## config.mk

```make
export PLATFORM = sky130hd
export DESIGN_NAME = mhca_agent
export DESIGN_NICKNAME = d
export VERILOG_FILES = /design/src/hdl/mhca_pkg.sv /design/src/hdl/mhca_agent.sv
export VERILOG_INCLUDE_DIRS = /design/src /design/src/hdl
export SDC_FILE = /design/constraint.sdc
export NUM_CORES = 2
export LEC_CHECK = 0
export CAP_MARGIN = 30
export CORE_MARGIN = 4
export CORE_UTILIZATION = 42
export CTS_BUF_LIST = sky130_fd_sc_hd__clkbuf_8
export CTS_CLUSTER_DIAMETER = 120
export DETAILED_ROUTE_END_ITERATION = 12
export DONT_BUFFER_PORTS = 1
export HOLD_SLACK_MARGIN = 0.06
export SYNTH_ARGS = -nofsm -noshare
export SYNTH_HDL_FRONTEND = slang
export SYNTH_SLANG_ARGS = --single-unit
```

## constraint.sdc

```tcl
create_clock -name pclk -period 7.1 [get_ports pclk]
set_input_delay 1.065 -clock pclk [delete_from_list [all_inputs] [get_ports pclk]]
set_output_delay 1.065 -clock pclk [all_outputs]
set_load 0.005 [all_outputs]
```

## src/hdl/mhca_consts.svh

```systemverilog
// constants of the memory handshake command agent: offsets, fields, reset values
// assumes inclusion by bare name from the package and the agent module
`ifndef MHCA_CONSTS_SVH
`define MHCA_CONSTS_SVH

// apb register byte offsets
`define MHCA_OFF_CTRL     8'h00
`define MHCA_OFF_UP_BASE  8'h04
`define MHCA_OFF_DN_BASE  8'h08
`define MHCA_OFF_UP_CNT   8'h0C
`define MHCA_OFF_DN_CNT   8'h10
`define MHCA_OFF_SET_MIN  8'h14
`define MHCA_OFF_SET_MAX  8'h18
`define MHCA_OFF_STATUS   8'h1C
`define MHCA_OFF_LAST_CMD 8'h20
`define MHCA_OFF_SETVAL   8'h40
`define MHCA_OFF_MONITOR  8'h60

// request word values
`define MHCA_REQ_STOP     16'h0000
`define MHCA_REQ_SINGLE   16'h0001
`define MHCA_REQ_MULTI    16'h0002
`define MHCA_REQ_VAR3     16'h0003
`define MHCA_REQ_VAR4     16'h0004

// word offsets inside the shared areas
`define MHCA_WORD_CODE    4'h3
`define MHCA_WORD_VALUES  16'h0004
`define MHCA_LAST_HDR     4'h3

// communications status liveness bit
`define MHCA_LIVE_BIT     15

// command word fields
`define MHCA_CMD_OP_HI    15
`define MHCA_CMD_OP_LO    10
`define MHCA_CMD_UNIT_HI  9
`define MHCA_CMD_UNIT_LO  4
`define MHCA_CMD_ALL_UNIT 3
`define MHCA_CMD_INFO_HI  2
`define MHCA_CMD_INFO_LO  1
`define MHCA_CMD_ALL_CH   0

// reset values and the count limit
`define MHCA_RST_UP_BASE  16'h0000
`define MHCA_RST_DN_BASE  16'h05DC
`define MHCA_RST_CNT      4'h0
`define MHCA_RST_SET_MIN  16'h8000
`define MHCA_RST_SET_MAX  16'h7FFF
`define MHCA_MAX_CNT      4'h8

`endif

```

## src/hdl/mhca_pkg.sv

```systemverilog
// types of the memory handshake command agent
// assumes the constants header sits beside it
`default_nettype none
`include "mhca_consts.svh"

package mhca_pkg;

	// scan sequencer, one-hot
	typedef enum logic [5:0] {
		MHCA_ST_IDLE = 6'b00_0001,
		MHCA_ST_POLL = 6'b00_0010,
		MHCA_ST_READ = 6'b00_0100,
		MHCA_ST_SET  = 6'b00_1000,
		MHCA_ST_CMD  = 6'b01_0000,
		MHCA_ST_RESP = 6'b10_0000
	} mhca_state_t;

	// function slots of the request and response words
	typedef enum logic [1:0] {
		MHCA_FN_READ = 2'd0,
		MHCA_FN_SET  = 2'd1,
		MHCA_FN_CMD  = 2'd2
	} mhca_fn_t;

endpackage

`default_nettype wire

```

## src/hdl/mhca_agent.sv

```systemverilog
// memory handshake command agent: scans request words in controller memory,
// uploads monitor or set values, applies downloads and issues operation commands
// assumes a memory port that holds each access until mem_ack, and an apb master
`timescale 1ns/1ps
`default_nettype none
`include "mhca_consts.svh"

module mhca_agent
	import mhca_pkg::*;
(
	input  wire logic        pclk,
	input  wire logic        presetn,
	input  wire logic        psel,
	input  wire logic        penable,
	input  wire logic        pwrite,
	input  wire logic [7:0]  paddr,
	input  wire logic [31:0] pwdata,
	output logic      [31:0] prdata,
	output logic             pready,
	output logic             pslverr,
	output logic             mem_req,
	output logic             mem_we,
	output logic      [15:0] mem_addr,
	output logic      [15:0] mem_wdata,
	input  wire logic [15:0] mem_rdata,
	input  wire logic        mem_ack,
	output logic             cmd_valid,
	output logic      [15:0] cmd_code,
	output logic      [15:0] cmd_chan_mask,
	output logic      [5:0]  cmd_op,
	output logic      [5:0]  cmd_unit,
	output logic             cmd_all_units,
	output logic      [1:0]  cmd_info,
	output logic             cmd_all_ch
);

	////////////////////////////////////////////////////////////////////////
	// state
	mhca_state_t  state_ff;
	mhca_state_t  nxt_state;
	logic [3:0]   widx_ff;
	logic [15:0]  req_ff      [0:2];
	logic [15:0]  rsp_ff      [0:2];
	logic [2:0]   do_ff;
	logic [2:0]   first_ff;
	logic [15:0]  code_ff;
	logic [15:0]  prevcode_ff;
	logic         live_ff;
	logic         mem_req_ff;
	logic         mem_we_ff;
	logic [15:0]  mem_addr_ff;
	logic [15:0]  mem_wdata_ff;
	logic [15:0]  setval_ff   [0:7];
	logic [15:0]  prev_ff     [0:7];
	logic [15:0]  mon_ff      [0:7];
	logic         en_ff;
	logic [15:0]  up_base_ff;
	logic [15:0]  dn_base_ff;
	logic [3:0]   up_cnt_ff;
	logic [3:0]   dn_cnt_ff;
	logic [15:0]  set_min_ff;
	logic [15:0]  set_max_ff;
	logic [31:0]  prdata_ff;
	logic         pready_ff;
	logic         pslverr_ff;
	logic         cmd_valid_ff;
	logic [15:0]  cmd_code_ff;
	logic [15:0]  cmd_mask_ff;
	logic         op_need;
	logic         op_we;
	logic         op_last;
	logic [15:0]  op_addr;
	logic [15:0]  op_data;
	logic         op_done;
	logic         poll_done;
	logic [3:0]   rd_cnt;
	logic         rd_mon;
	logic         set_apply;
	logic         cmd_issue;
	logic         apb_acc;
	logic [2:0]   pidx;

	// mode classes of a request value per function
	function automatic logic is_single(input int fn, input logic [15:0] v);
		logic r;
		r = 1'b0;
		case (fn)
			0:       r = (v == `MHCA_REQ_SINGLE) || (v == `MHCA_REQ_VAR3) || (v == `MHCA_REQ_VAR4);
			1:       r = (v == `MHCA_REQ_SINGLE);
			default: r = (v == `MHCA_REQ_SINGLE) || (v == `MHCA_REQ_VAR3);
		endcase
		return r;
	endfunction

	function automatic logic is_multi(input int fn, input logic [15:0] v);
		logic r;
		r = 1'b0;
		case (fn)
			2:       r = (v == `MHCA_REQ_MULTI) || (v == `MHCA_REQ_VAR4);
			default: r = (v == `MHCA_REQ_MULTI);
		endcase
		return r;
	endfunction

	////////////////////////////////////////////////////////////////////////
	// memory access plan for the current state and word index
	assign rd_mon    = (req_ff[0] == `MHCA_REQ_SINGLE) || (req_ff[0] == `MHCA_REQ_MULTI);
	assign rd_cnt    = rd_mon ? up_cnt_ff : dn_cnt_ff;
	assign op_done   = mem_req_ff && mem_ack;
	assign poll_done = (state_ff == MHCA_ST_POLL) && op_done && op_last;

	always_comb begin
		op_need = 1'b0;
		op_we   = 1'b0;
		op_last = 1'b0;
		op_addr = 16'h0000;
		op_data = 16'h0000;
		case (state_ff)
			MHCA_ST_POLL: begin
				// header words: three requests then the command code
				op_need = 1'b1;
				op_addr = dn_base_ff + {12'h000, widx_ff};
				op_last = (widx_ff == `MHCA_LAST_HDR);
			end
			MHCA_ST_READ: begin
				op_need = do_ff[0] && (widx_ff < rd_cnt);
				op_we   = 1'b1;
				// set values go to the download area only in read-setting-2
				op_addr = ((req_ff[0] == `MHCA_REQ_VAR4) ? dn_base_ff : up_base_ff)
					+ `MHCA_WORD_VALUES + {12'h000, widx_ff};
				// monitor list or set value list
				op_data = rd_mon ? mon_ff[widx_ff[2:0]] : setval_ff[widx_ff[2:0]];
				op_last = (widx_ff == rd_cnt - 4'd1);
			end
			MHCA_ST_SET: begin
				op_need = do_ff[1] && (widx_ff < dn_cnt_ff);
				op_addr = dn_base_ff + `MHCA_WORD_VALUES + {12'h000, widx_ff};
				op_last = (widx_ff == dn_cnt_ff - 4'd1);
			end
			MHCA_ST_RESP: begin
				op_need = 1'b1;
				op_we   = 1'b1;
				op_addr = up_base_ff + {12'h000, widx_ff};
				op_last = (widx_ff == `MHCA_LAST_HDR);
				case (widx_ff)
					4'd0:    op_data = rsp_ff[0];
					4'd1:    op_data = rsp_ff[1];
					4'd2:    op_data = rsp_ff[2];
					default: op_data = {live_ff, 15'h0000};
				endcase
			end
			default: begin
			end
		endcase
	end

	////////////////////////////////////////////////////////////////////////
	// scan sequencer; a stop is only seen at the next poll, so a scan always completes
	always_comb begin
		nxt_state = state_ff;
		case (state_ff)
			MHCA_ST_IDLE: if (en_ff) nxt_state = MHCA_ST_POLL;
			MHCA_ST_POLL: if (op_done && op_last) nxt_state = MHCA_ST_READ;
			MHCA_ST_READ: if ((op_done && op_last) || (!mem_req_ff && !op_need)) nxt_state = MHCA_ST_SET;
			MHCA_ST_SET:  if ((op_done && op_last) || (!mem_req_ff && !op_need)) nxt_state = MHCA_ST_CMD;
			MHCA_ST_CMD:  nxt_state = MHCA_ST_RESP;
			MHCA_ST_RESP: if (op_done && op_last) nxt_state = MHCA_ST_IDLE;
			default:      nxt_state = MHCA_ST_IDLE;
		endcase
	end

	always_ff @(posedge pclk or negedge presetn) begin
		if (!presetn) begin
			state_ff <= MHCA_ST_IDLE;
			widx_ff  <= 4'h0;
		end else begin
			state_ff <= nxt_state;
			if (nxt_state != state_ff)
				widx_ff <= 4'h0;
			else if (op_done)
				widx_ff <= widx_ff + 4'd1;
		end
	end

	// memory master: one access held until acknowledged
	always_ff @(posedge pclk or negedge presetn) begin
		if (!presetn) begin
			mem_req_ff   <= 1'b0;
			mem_we_ff    <= 1'b0;
			mem_addr_ff  <= 16'h0000;
			mem_wdata_ff <= 16'h0000;
		end else if (op_done) begin
			mem_req_ff <= 1'b0;
		end else if (!mem_req_ff && op_need) begin
			mem_req_ff   <= 1'b1;
			mem_we_ff    <= op_we;
			mem_addr_ff  <= op_addr;
			mem_wdata_ff <= op_data;
		end
	end

	// header words captured during the poll
	always_ff @(posedge pclk or negedge presetn) begin
		if (!presetn) begin
			req_ff[0] <= `MHCA_REQ_STOP;
			req_ff[1] <= `MHCA_REQ_STOP;
			req_ff[2] <= `MHCA_REQ_STOP;
			code_ff   <= 16'h0000;
		end else if (state_ff == MHCA_ST_POLL && op_done) begin
			case (widx_ff)
				4'd0:    req_ff[0] <= mem_rdata;
				4'd1:    req_ff[1] <= mem_rdata;
				4'd2:    req_ff[2] <= mem_rdata;
				default: code_ff <= mem_rdata; // full sixteen bit code
			endcase
		end
	end

	////////////////////////////////////////////////////////////////////////
	// per function handshake of request and response words
	for (genvar f = 0; f < 3; f++) begin : g_fn
		logic acc_single;
		logic acc_multi;
		logic run_multi;
		logic stop_req;
		logic pass_end;

		// a nonzero change without passing zero matches none of these
		assign acc_single = (rsp_ff[f] == `MHCA_REQ_STOP) && is_single(f, req_ff[f]);
		assign acc_multi  = (rsp_ff[f] == `MHCA_REQ_STOP) && is_multi(f, req_ff[f]);
		assign run_multi  = (rsp_ff[f] == req_ff[f]) && is_multi(f, req_ff[f]);
		assign stop_req   = (req_ff[f] == `MHCA_REQ_STOP) && (rsp_ff[f] != `MHCA_REQ_STOP);
		assign pass_end   = (state_ff == MHCA_ST_CMD);

		always_ff @(posedge pclk or negedge presetn) begin
			if (!presetn) begin
				rsp_ff[f]   <= `MHCA_REQ_STOP;
				do_ff[f]    <= 1'b0;
				first_ff[f] <= 1'b0;
			end else if (poll_done) begin
				do_ff[f] <= acc_single || run_multi;
				if (acc_multi) begin
					rsp_ff[f]   <= req_ff[f]; // multi answers before acting
					first_ff[f] <= 1'b1;
				end else if (stop_req) begin
					rsp_ff[f] <= `MHCA_REQ_STOP;
				end
			end else if (pass_end && do_ff[f]) begin
				do_ff[f]    <= 1'b0;
				first_ff[f] <= 1'b0;
				// single answers once its action is done
				if (is_single(f, req_ff[f]))
					rsp_ff[f] <= req_ff[f];
			end
		end
	end

	////////////////////////////////////////////////////////////////////////
	// liveness toggle after each complete monitor upload list
	always_ff @(posedge pclk or negedge presetn) begin
		if (!presetn)
			live_ff <= 1'b0;
		else if (state_ff == MHCA_ST_READ && op_done && op_last && rd_mon)
			live_ff <= ~live_ff;
	end

	// downloaded value passes if first or single pass, or changed, and in range
	assign set_apply = (state_ff == MHCA_ST_SET) && op_done
		&& (first_ff[1] || is_single(1, req_ff[1]) || mem_rdata != prev_ff[widx_ff[2:0]])
		&& ($signed(mem_rdata) >= $signed(set_min_ff))
		&& ($signed(mem_rdata) <= $signed(set_max_ff));

	assign pidx    = paddr[4:2];
	assign apb_acc = psel && penable && !pready_ff;

	// set values: downloads win over software; upload area is never read back
	always_ff @(posedge pclk or negedge presetn) begin
		if (!presetn) begin
			for (int i = 0; i < 8; i++) begin
				setval_ff[i] <= 16'h0000;
				prev_ff[i]   <= 16'h0000;
			end
		end else begin
			if (state_ff == MHCA_ST_SET && op_done)
				prev_ff[widx_ff[2:0]] <= mem_rdata;
			if (set_apply)
				setval_ff[widx_ff[2:0]] <= mem_rdata; // scaled integer taken as is
			else if (apb_acc && pwrite && paddr[7:5] == 3'(`MHCA_OFF_SETVAL >> 5)
				&& $signed(pwdata[15:0]) >= $signed(set_min_ff)
				&& $signed(pwdata[15:0]) <= $signed(set_max_ff))
				setval_ff[pidx] <= pwdata[15:0];
		end
	end

	////////////////////////////////////////////////////////////////////////
	// operation command issue
	assign cmd_issue = (state_ff == MHCA_ST_CMD) && do_ff[2]
		&& (is_single(2, req_ff[2]) || first_ff[2] || code_ff != prevcode_ff);

	always_ff @(posedge pclk or negedge presetn) begin
		if (!presetn) begin
			cmd_valid_ff <= 1'b0;
			cmd_code_ff  <= 16'h0000;
			cmd_mask_ff  <= 16'h0000;
			prevcode_ff  <= 16'h0000;
		end else begin
			cmd_valid_ff <= cmd_issue;
			if (state_ff == MHCA_ST_CMD && do_ff[2])
				prevcode_ff <= code_ff;
			if (cmd_issue) begin
				cmd_code_ff <= code_ff;
				// bit mode after first pass names only changed bits
				if (req_ff[2] == `MHCA_REQ_VAR4 && !first_ff[2])
					cmd_mask_ff <= code_ff ^ prevcode_ff;
				else
					cmd_mask_ff <= 16'hFFFF;
			end
		end
	end

	////////////////////////////////////////////////////////////////////////
	// apb slave, one wait state; unmapped addresses answer pslverr
	always_ff @(posedge pclk or negedge presetn) begin
		if (!presetn) begin
			en_ff      <= 1'b0;
			up_base_ff <= `MHCA_RST_UP_BASE;
			dn_base_ff <= `MHCA_RST_DN_BASE;
			up_cnt_ff  <= `MHCA_RST_CNT;
			dn_cnt_ff  <= `MHCA_RST_CNT;
			set_min_ff <= `MHCA_RST_SET_MIN;
			set_max_ff <= `MHCA_RST_SET_MAX;
			for (int i = 0; i < 8; i++)
				mon_ff[i] <= 16'h0000;
		end else if (apb_acc && pwrite) begin
			case (paddr)
				`MHCA_OFF_CTRL:    en_ff      <= pwdata[0];
				`MHCA_OFF_UP_BASE: up_base_ff <= pwdata[15:0];
				`MHCA_OFF_DN_BASE: dn_base_ff <= pwdata[15:0];
				`MHCA_OFF_UP_CNT:  up_cnt_ff  <= (pwdata[3:0] > `MHCA_MAX_CNT) ? `MHCA_MAX_CNT : pwdata[3:0];
				`MHCA_OFF_DN_CNT:  dn_cnt_ff  <= (pwdata[3:0] > `MHCA_MAX_CNT) ? `MHCA_MAX_CNT : pwdata[3:0];
				`MHCA_OFF_SET_MIN: set_min_ff <= pwdata[15:0];
				`MHCA_OFF_SET_MAX: set_max_ff <= pwdata[15:0];
				default: begin
					if (paddr[7:5] == 3'(`MHCA_OFF_MONITOR >> 5))
						mon_ff[pidx] <= pwdata[15:0];
				end
			endcase
		end
	end

	always_ff @(posedge pclk or negedge presetn) begin
		if (!presetn) begin
			prdata_ff  <= 32'h0000_0000;
			pready_ff  <= 1'b0;
			pslverr_ff <= 1'b0;
		end else begin
			pready_ff  <= apb_acc;
			pslverr_ff <= 1'b0;
			prdata_ff  <= 32'h0000_0000;
			if (apb_acc) begin
				case (paddr)
					`MHCA_OFF_CTRL:     prdata_ff <= {31'h0000_0000, en_ff};
					`MHCA_OFF_UP_BASE:  prdata_ff <= {16'h0000, up_base_ff};
					`MHCA_OFF_DN_BASE:  prdata_ff <= {16'h0000, dn_base_ff};
					`MHCA_OFF_UP_CNT:   prdata_ff <= {28'h000_0000, up_cnt_ff};
					`MHCA_OFF_DN_CNT:   prdata_ff <= {28'h000_0000, dn_cnt_ff};
					`MHCA_OFF_SET_MIN:  prdata_ff <= {16'h0000, set_min_ff};
					`MHCA_OFF_SET_MAX:  prdata_ff <= {16'h0000, set_max_ff};
					`MHCA_OFF_STATUS:   prdata_ff <= {live_ff, 3'h0, rsp_ff[2][3:0], rsp_ff[1][3:0],
						rsp_ff[0][3:0], 10'h000, state_ff};
					`MHCA_OFF_LAST_CMD: prdata_ff <= {16'h0000, cmd_code_ff};
					default: begin
						if (paddr[7:5] == 3'(`MHCA_OFF_SETVAL >> 5) && paddr[1:0] == 2'b00)
							prdata_ff <= {16'h0000, setval_ff[pidx]};
						else if (paddr[7:5] == 3'(`MHCA_OFF_MONITOR >> 5) && paddr[1:0] == 2'b00)
							prdata_ff <= {16'h0000, mon_ff[pidx]};
						else
							pslverr_ff <= 1'b1;
					end
				endcase
			end
		end
	end

	////////////////////////////////////////////////////////////////////////
	// outputs straight from flops; command fields split from the held code
	assign prdata        = prdata_ff;
	assign pready        = pready_ff;
	assign pslverr       = pslverr_ff;
	assign mem_req       = mem_req_ff;
	assign mem_we        = mem_we_ff;
	assign mem_addr      = mem_addr_ff;
	assign mem_wdata     = mem_wdata_ff;
	assign cmd_valid     = cmd_valid_ff;
	assign cmd_code      = cmd_code_ff;
	assign cmd_chan_mask = cmd_mask_ff;
	assign cmd_op        = cmd_code_ff[`MHCA_CMD_OP_HI:`MHCA_CMD_OP_LO];
	assign cmd_unit      = cmd_code_ff[`MHCA_CMD_UNIT_HI:`MHCA_CMD_UNIT_LO];
	assign cmd_all_units = cmd_code_ff[`MHCA_CMD_ALL_UNIT];
	assign cmd_info      = cmd_code_ff[`MHCA_CMD_INFO_HI:`MHCA_CMD_INFO_LO];
	assign cmd_all_ch    = cmd_code_ff[`MHCA_CMD_ALL_CH];

endmodule // mhca_agent

`default_nettype wire

```

# == Word-level counts from Yosys, hierarchy flattened ==
# Index checks and enable logic that the tools add are counted.
# word_totals
regBits,702
in_bits,62
output_inout_bits,117
wordCells,314
# classes
addsub,9
n_lt_le_gt_ge,11
n_eq_ne,42
n_mux,85
n_bitwise,7
n_reduce_logical,103
# ops
operator,n
bitwise mux 128 bit,4
2-to-1 mux 16 bit,32
one-hot mux 32 bit (9 select lines),1
2-to-1 mux 128 bit,2
binary-select mux 16 bit (select 3 bit),5
demux 16 bit (select 3 bit),2
zero test 16 bit,6
equality test 16 x 2 -> 1 bit (second input constant),5
adder 16 x 4 -> 16 bit,4
one-hot mux 16 bit (4 select lines),1
equality test 16 x 1 -> 1 bit (second input constant),3
equality test 16 bit,3
one-hot mux 16 bit (3 select lines),1
nonzero test 16 bit,3
logical AND 1 bit,42
one-hot mux 6 bit (6 select lines),1
adder 16 x 3 -> 16 bit (second input constant),2
equality test 16 x 3 -> 1 bit (second input constant),2
equality test 8 x 5 -> 1 bit (second input constant),4
greater-or-equal comparator 16 bit,2
less-or-equal comparator 16 bit,2
2-to-1 mux 32 bit,1
!= test 16 bit,2
one-hot mux 16 bit (2 select lines),1
41 further kinds,126

# == Depth between registers and ports, before layout ==
# logic_depth
word_depth,13
depth_mapped,21
mapped_depth_nobuf,18

# == Worst setup path before layout ==
# No wires, ideal clock.
# synth_path
path_type,flip-flop to flip-flop
start,reg req_ff[35] (netlist name)
end,"reg mem_addr_ff[11], in the netlist mem_addr[11]"
setup_ns,0.126
arrival_ns,4.015
t_required_ns,6.974
slack_ns,2.959
path_stages_with_launch,22
n_path_buf,3
period_less_slack_ns,4.141
path_cell_list,dfrtp_1 > nor4_1 > and4_1 > clkbuf_1 > nand2_1 > clkbuf_1 > clkbuf_1 > nand2_1 > nand2_1 > ha_1 > ha_1 > inv_1 > fa_1 > inv_1 > a21o_1 > a21oi_1 > a21o_1 > nor3_1 > nor3_1 > o21ai_0 > o41ai_1 > o32a_1
# synth_between
elab_chain_cells,8
word_cells_on_any_way,14
cone_classes,add/sub (2); order compare (1); eq/ne (3); mux (4); reduce/logical (4)
# synth_rtl
item,line_no,text
from (decl),mhca_agent.sv:42,logic [15:0] req_ff [0:2];
branches (longest 8 deep; another with adder 16 x 3 -> 16 bit),-,
to (signal assigned),mhca_agent.sv:197,mem_addr_ff <= op_addr;
to (decl),mhca_agent.sv:51,logic [15:0] mem_addr_ff;
# Parallel ways; which one is timed is not known.
# A chain may end at the register's enable or synchronous reset.

# == Worst setup path after layout ==
# layout_path
start,reg req_ff[41] (netlist name)
end,"reg mem_addr_ff[8], in the netlist mem_addr[8]"
# The elaborated chain is that of the path after synthesis.

==> key figures <==
Finish
  • Multi-input gate area: 19600 um^2
  • Layout cell share with drive strength beyond 1: 26.3%
  • Register area: approximately 18000 um^2
  • Nets: between 3000 and 4000
  • Fill cells: between 8000 and 9000
  • Syn-to-layout area delta: 8.61%
  • Final instance area: around 42000 um^2

STA
  • Setup TNS: 0 ps
  • Slew Viols, Final: 192
  • Clock skew: approximately 50 ps
  • Least-Margin Pin Slew: between 1500 and 2000 ps
  • Final worst path period need: around 5000 ps
  • Worst slew margin: -24.0%
  • # setup viols final: 0
  • Final Hold Viols: 0
  • RSZ-0062 raised after global routing: no
  • Final period utilization: 70.8%
  • Max frequency: 199 MHz

CTS
  • Sink Count: 699
  • CTS tree: yes
  • Clk buf depth: 3
  • Reg clk slew, reported paths: 60 ps
  • Post-CTS sizing: 0
  • Total CTS buffers: 117
  • Setup bufs post-CTS: 0
  • Worst skew pair latency: 790 ps
  • H-tree depth: 3
  • Root cell of the clock tree: clkbuf_8

Routing
  • DRC violation total after the first TritonRoute iteration: 3471
  • Vias: 29400
  • Wire per inst: 29.6 um
  • Pre-antenna DRT Iters: 8
  • Detail Route Antenna Nets: 0
  • Drt drc: 0
  • Via/cell ratio: 6.48
  • WL final: approximately 130 mm

Power and ir drop
  • PwrDens: 236 nW/um^2
  • Static Leak: between 15 and 20 nW
  • Pint: 0.00675 W
  • Power share of the clock group: roughly two fifths
  • Sw Ratio: between 30% and 40%
  • NetSw: 0.00316 W
  • Gate power share: roughly a fifth
  • VDD IR max: 162 uV
  • Sequential power share: 42.6%

Setup path
  • Slowest-stage cell, CP: nand2_1
  • R2r startpoint: req_ff[41]$_DFFE_PN0P_
  • R2R Path End: mem_addr[8]$_DFFE_PN0P_
  • Crit path depth: 17
  • Crit-path cells: nor4_1 -> and4_1 -> nand2_1 -> nor2_1 -> a21oi_1 -> ha_1 -> inv_1 -> ha_1 -> a21o_1 -> a21o_1 -> a21oi_1 -> a21oi_1 -> nand3_1 -> xor2_1 -> nor3_1 -> a311oi_1 -> a21oi_1
  • CP Capture Point: mem_addr[8]$_DFFE_PN0P_
  • Register-to-Register Path Depth: 17
  • CP Buf/Inv Count: 1
  • Setup crit start: req_ff[41]$_DFFE_PN0P_
  • Max incr delay on CP: 720 ps
  • Worst EP arrival: 5650 ps
  • Kind of critical path: reg -> reg
  • CP Max Fanout: 21
  • Register-to-Register Setup Slack: 2070 ps
  • Delay-heaviest family, CP: simple AND/OR/NAND/NOR gates
  • Cell mode on critical path: a21oi_1
  • CP Data Required Time: 7720 ps
  • Crit path launch type: flip-flop
  • Critical Path Sink Type: flip-flop

Logic synthesis
  • Mapped Area: 38600 um^2
  • #FFs+latches synth: ~700
  • Yosys cell types: between 80 and 90
  • Synthesized area per cell: ~11 um^2
  • Main flop type after synthesis: dfrtp_1
  • Register area share after synthesis: 45.4%
  • Asr flop ratio synth: 100%
  • Ys Warns: 0
  • Leading area contributor after synthesis: dfrtp_1
  • Synth top area cells: dfrtp_1 (44%), mux2_2 (12%), mux4_2 (4.3%), ha_1 (3.0%), a22o_1 (2.8%)
  • Synth top area share: 43.7%
  • Syn Inst Count: 3359
  • Number of synthesized flops with an enable pin: 0

Die
  • Chip height: between 300 and 400 um
  • I/O pin total: 179
  • Core box area: 90600 um^2
  • Die area: 96900 um^2
  • Die width: a little over 300 um
  • Starting Density: 42.6%
  • Std-Cell Rows: 110

Status
  • Failing checks: slew limit
  • Status: finished with violations

Global route
  • Vias in the first global route: ~29000
  • GRT overflow: 0
  • First-pass GRT wire length: ~200 mm
  • Initial antenna violation count: 12
  • Pin count of the biggest net entering global routing: 700
  • Global-route usage over all layers: 26.9%

Place
  • Cell Area, Placed: 39400 um^2
  • IO Port Bufs: 0
  • Gp weighted congestion: just over 0.9
  • Hpwl dp: approximately 85 mm

Flow run
  • Max cap viols: 0

Worst hold path
  • Worst Hold Class: in -> async
[layout by cell type (no fill, tap or decap), types with 13 or more instances in the layout]
cell type,Yosys,final
a31oi_1,45,44
a222oi_1,25,25
a22o_1,122,122
nand2_1,183,182
nand2b_1,19,19
o22a_1,18,18
mux4_2,74,74
a21o_1,22,22
a221oi_1,24,24
o21ai_0,111,111
nand4_1,38,38
nor2b_1,16,16
a221o_1,16,16
and2_1,61,61
mux2_4,70,70
clkbuf_8,0,145
o21a_1,15,15
mux2_2,420,420
xor2_1,34,34
o32a_1,15,15
nor3_2,9,14
and3_1,28,28
nor4_1,61,60
clkinv_2,0,13
nor3_1,44,39
dfstp_2,24,24
inv_1,62,101
mux2i_1,65,65
a22oi_1,33,33
xnor2_1,91,91
nand3_1,32,32
o22ai_1,116,116
dfrtp_1,675,673
buf_4,25,64
o221ai_1,19,19
ha_1,93,93
a211oi_1,14,14
nor2_1,139,137
a21oi_1,95,95
[Yosys cell counts, drive strengths merged (83+ instances only)]
library cell and instances:
a21oi 96, a22o 122, buf 83, clkbuf 210, dfrtp 675, ha 93, mux2 492, nand2 183
nor2 139, o21ai 113, o22ai 116, xnor2 91
[cell type report]
| class | instances | share of cell area [%] |
|---|---|---|
| tap | 1176 | 3.51 |
| antenna | 7 | 0.0418 |
| sequential | 699 | 41.8 |
| timing repair buffer | 73 | 1.55 |
| clock buffer | 145 | 4.76 |
| multi-input combinational | 2303 | 46.7 |
| clock inverter | 62 | 1.04 |
| inverter | 66 | 0.591 |
[sequential cells by signal (all words and copies together), names as in the netlist, 29 cells and up]
signal	flops
rsp_ff	48
setval_ff	128
req_ff	48
mon_ff	128
prev_ff	128
prdata	29
[power by group through the flow]
stage                     Clock, W  Combinational, W  Sequential [W]
after floorplan                  0           0.00131         0.00417
after global placement           0           0.00183         0.00428
after detailed placement         0           0.00184         0.00428
after CTS                  0.00384           0.00184         0.00421
after global routing       0.00402           0.00200         0.00422
final                      0.00377           0.00192         0.00422
[logic make-up after synthesis]
kind of cell,synth area share (%)
DFF,45.4
buffers and inverters,4.05
and+or+nand+nor,9.36
other,0.00971
adders and majority gates,3.17
muxes,21.0
xor gates and xnor gates,2.83
AOI/OAI and AO/OA,14.2
[routing by layer]
layer | GRT usage [%] | share of wire (%) | up-vias | wire length, um
li1 | - | - | 12500 | -
met3 | 6.68 | 10 | 269 | 13600
met4 | 10.1 | 3.9 | 2 | 5290
met2 | 39.7 | 44 | 1562 | 58500
met5 | 0 | 0.0097 | - | 13
met1 | 38.2 | 42 | 15100 | 56800
[how the worst min path moves through the flow]
stage,endpoint,startpoint,depth (start not counted)
2_1_floorplan,prev_ff[99]$_DFFE_PN0P_,prev_ff[99]$_DFFE_PN0P_,2
4_1_cts,prev_ff[98]$_DFFE_PN0P_,presetn,0
6_report,rsp_ff[18]$_DFFE_PN0P_,presetn,0
5_1_grt,rsp_ff[18]$_DFFE_PN0P_,presetn,0
3_3_place_gp,prev_ff[115]$_DFFE_PN0P_,prev_ff[115]$_DFFE_PN0P_,2
3_5_place_dp,prev_ff[115]$_DFFE_PN0P_,prev_ff[115]$_DFFE_PN0P_,2
[per-stage QoR]
step	std cells	hold WS (ps)	worst slack (ps)	utilization (%)	power (W)
after floorplan	3361	444	2960	-	0.00548
after global placement	4305	460	2220	43.4	0.00611
after detailed placement	4313	467	2250	43.6	0.00612
after CTS	4520	-28.9	2200	46.2	0.00989
after global routing	4527	45.7	1740	46.3	0.0102
final	4531	138	2070	46.3	0.00991
Power figures use the tool's default switching activity.
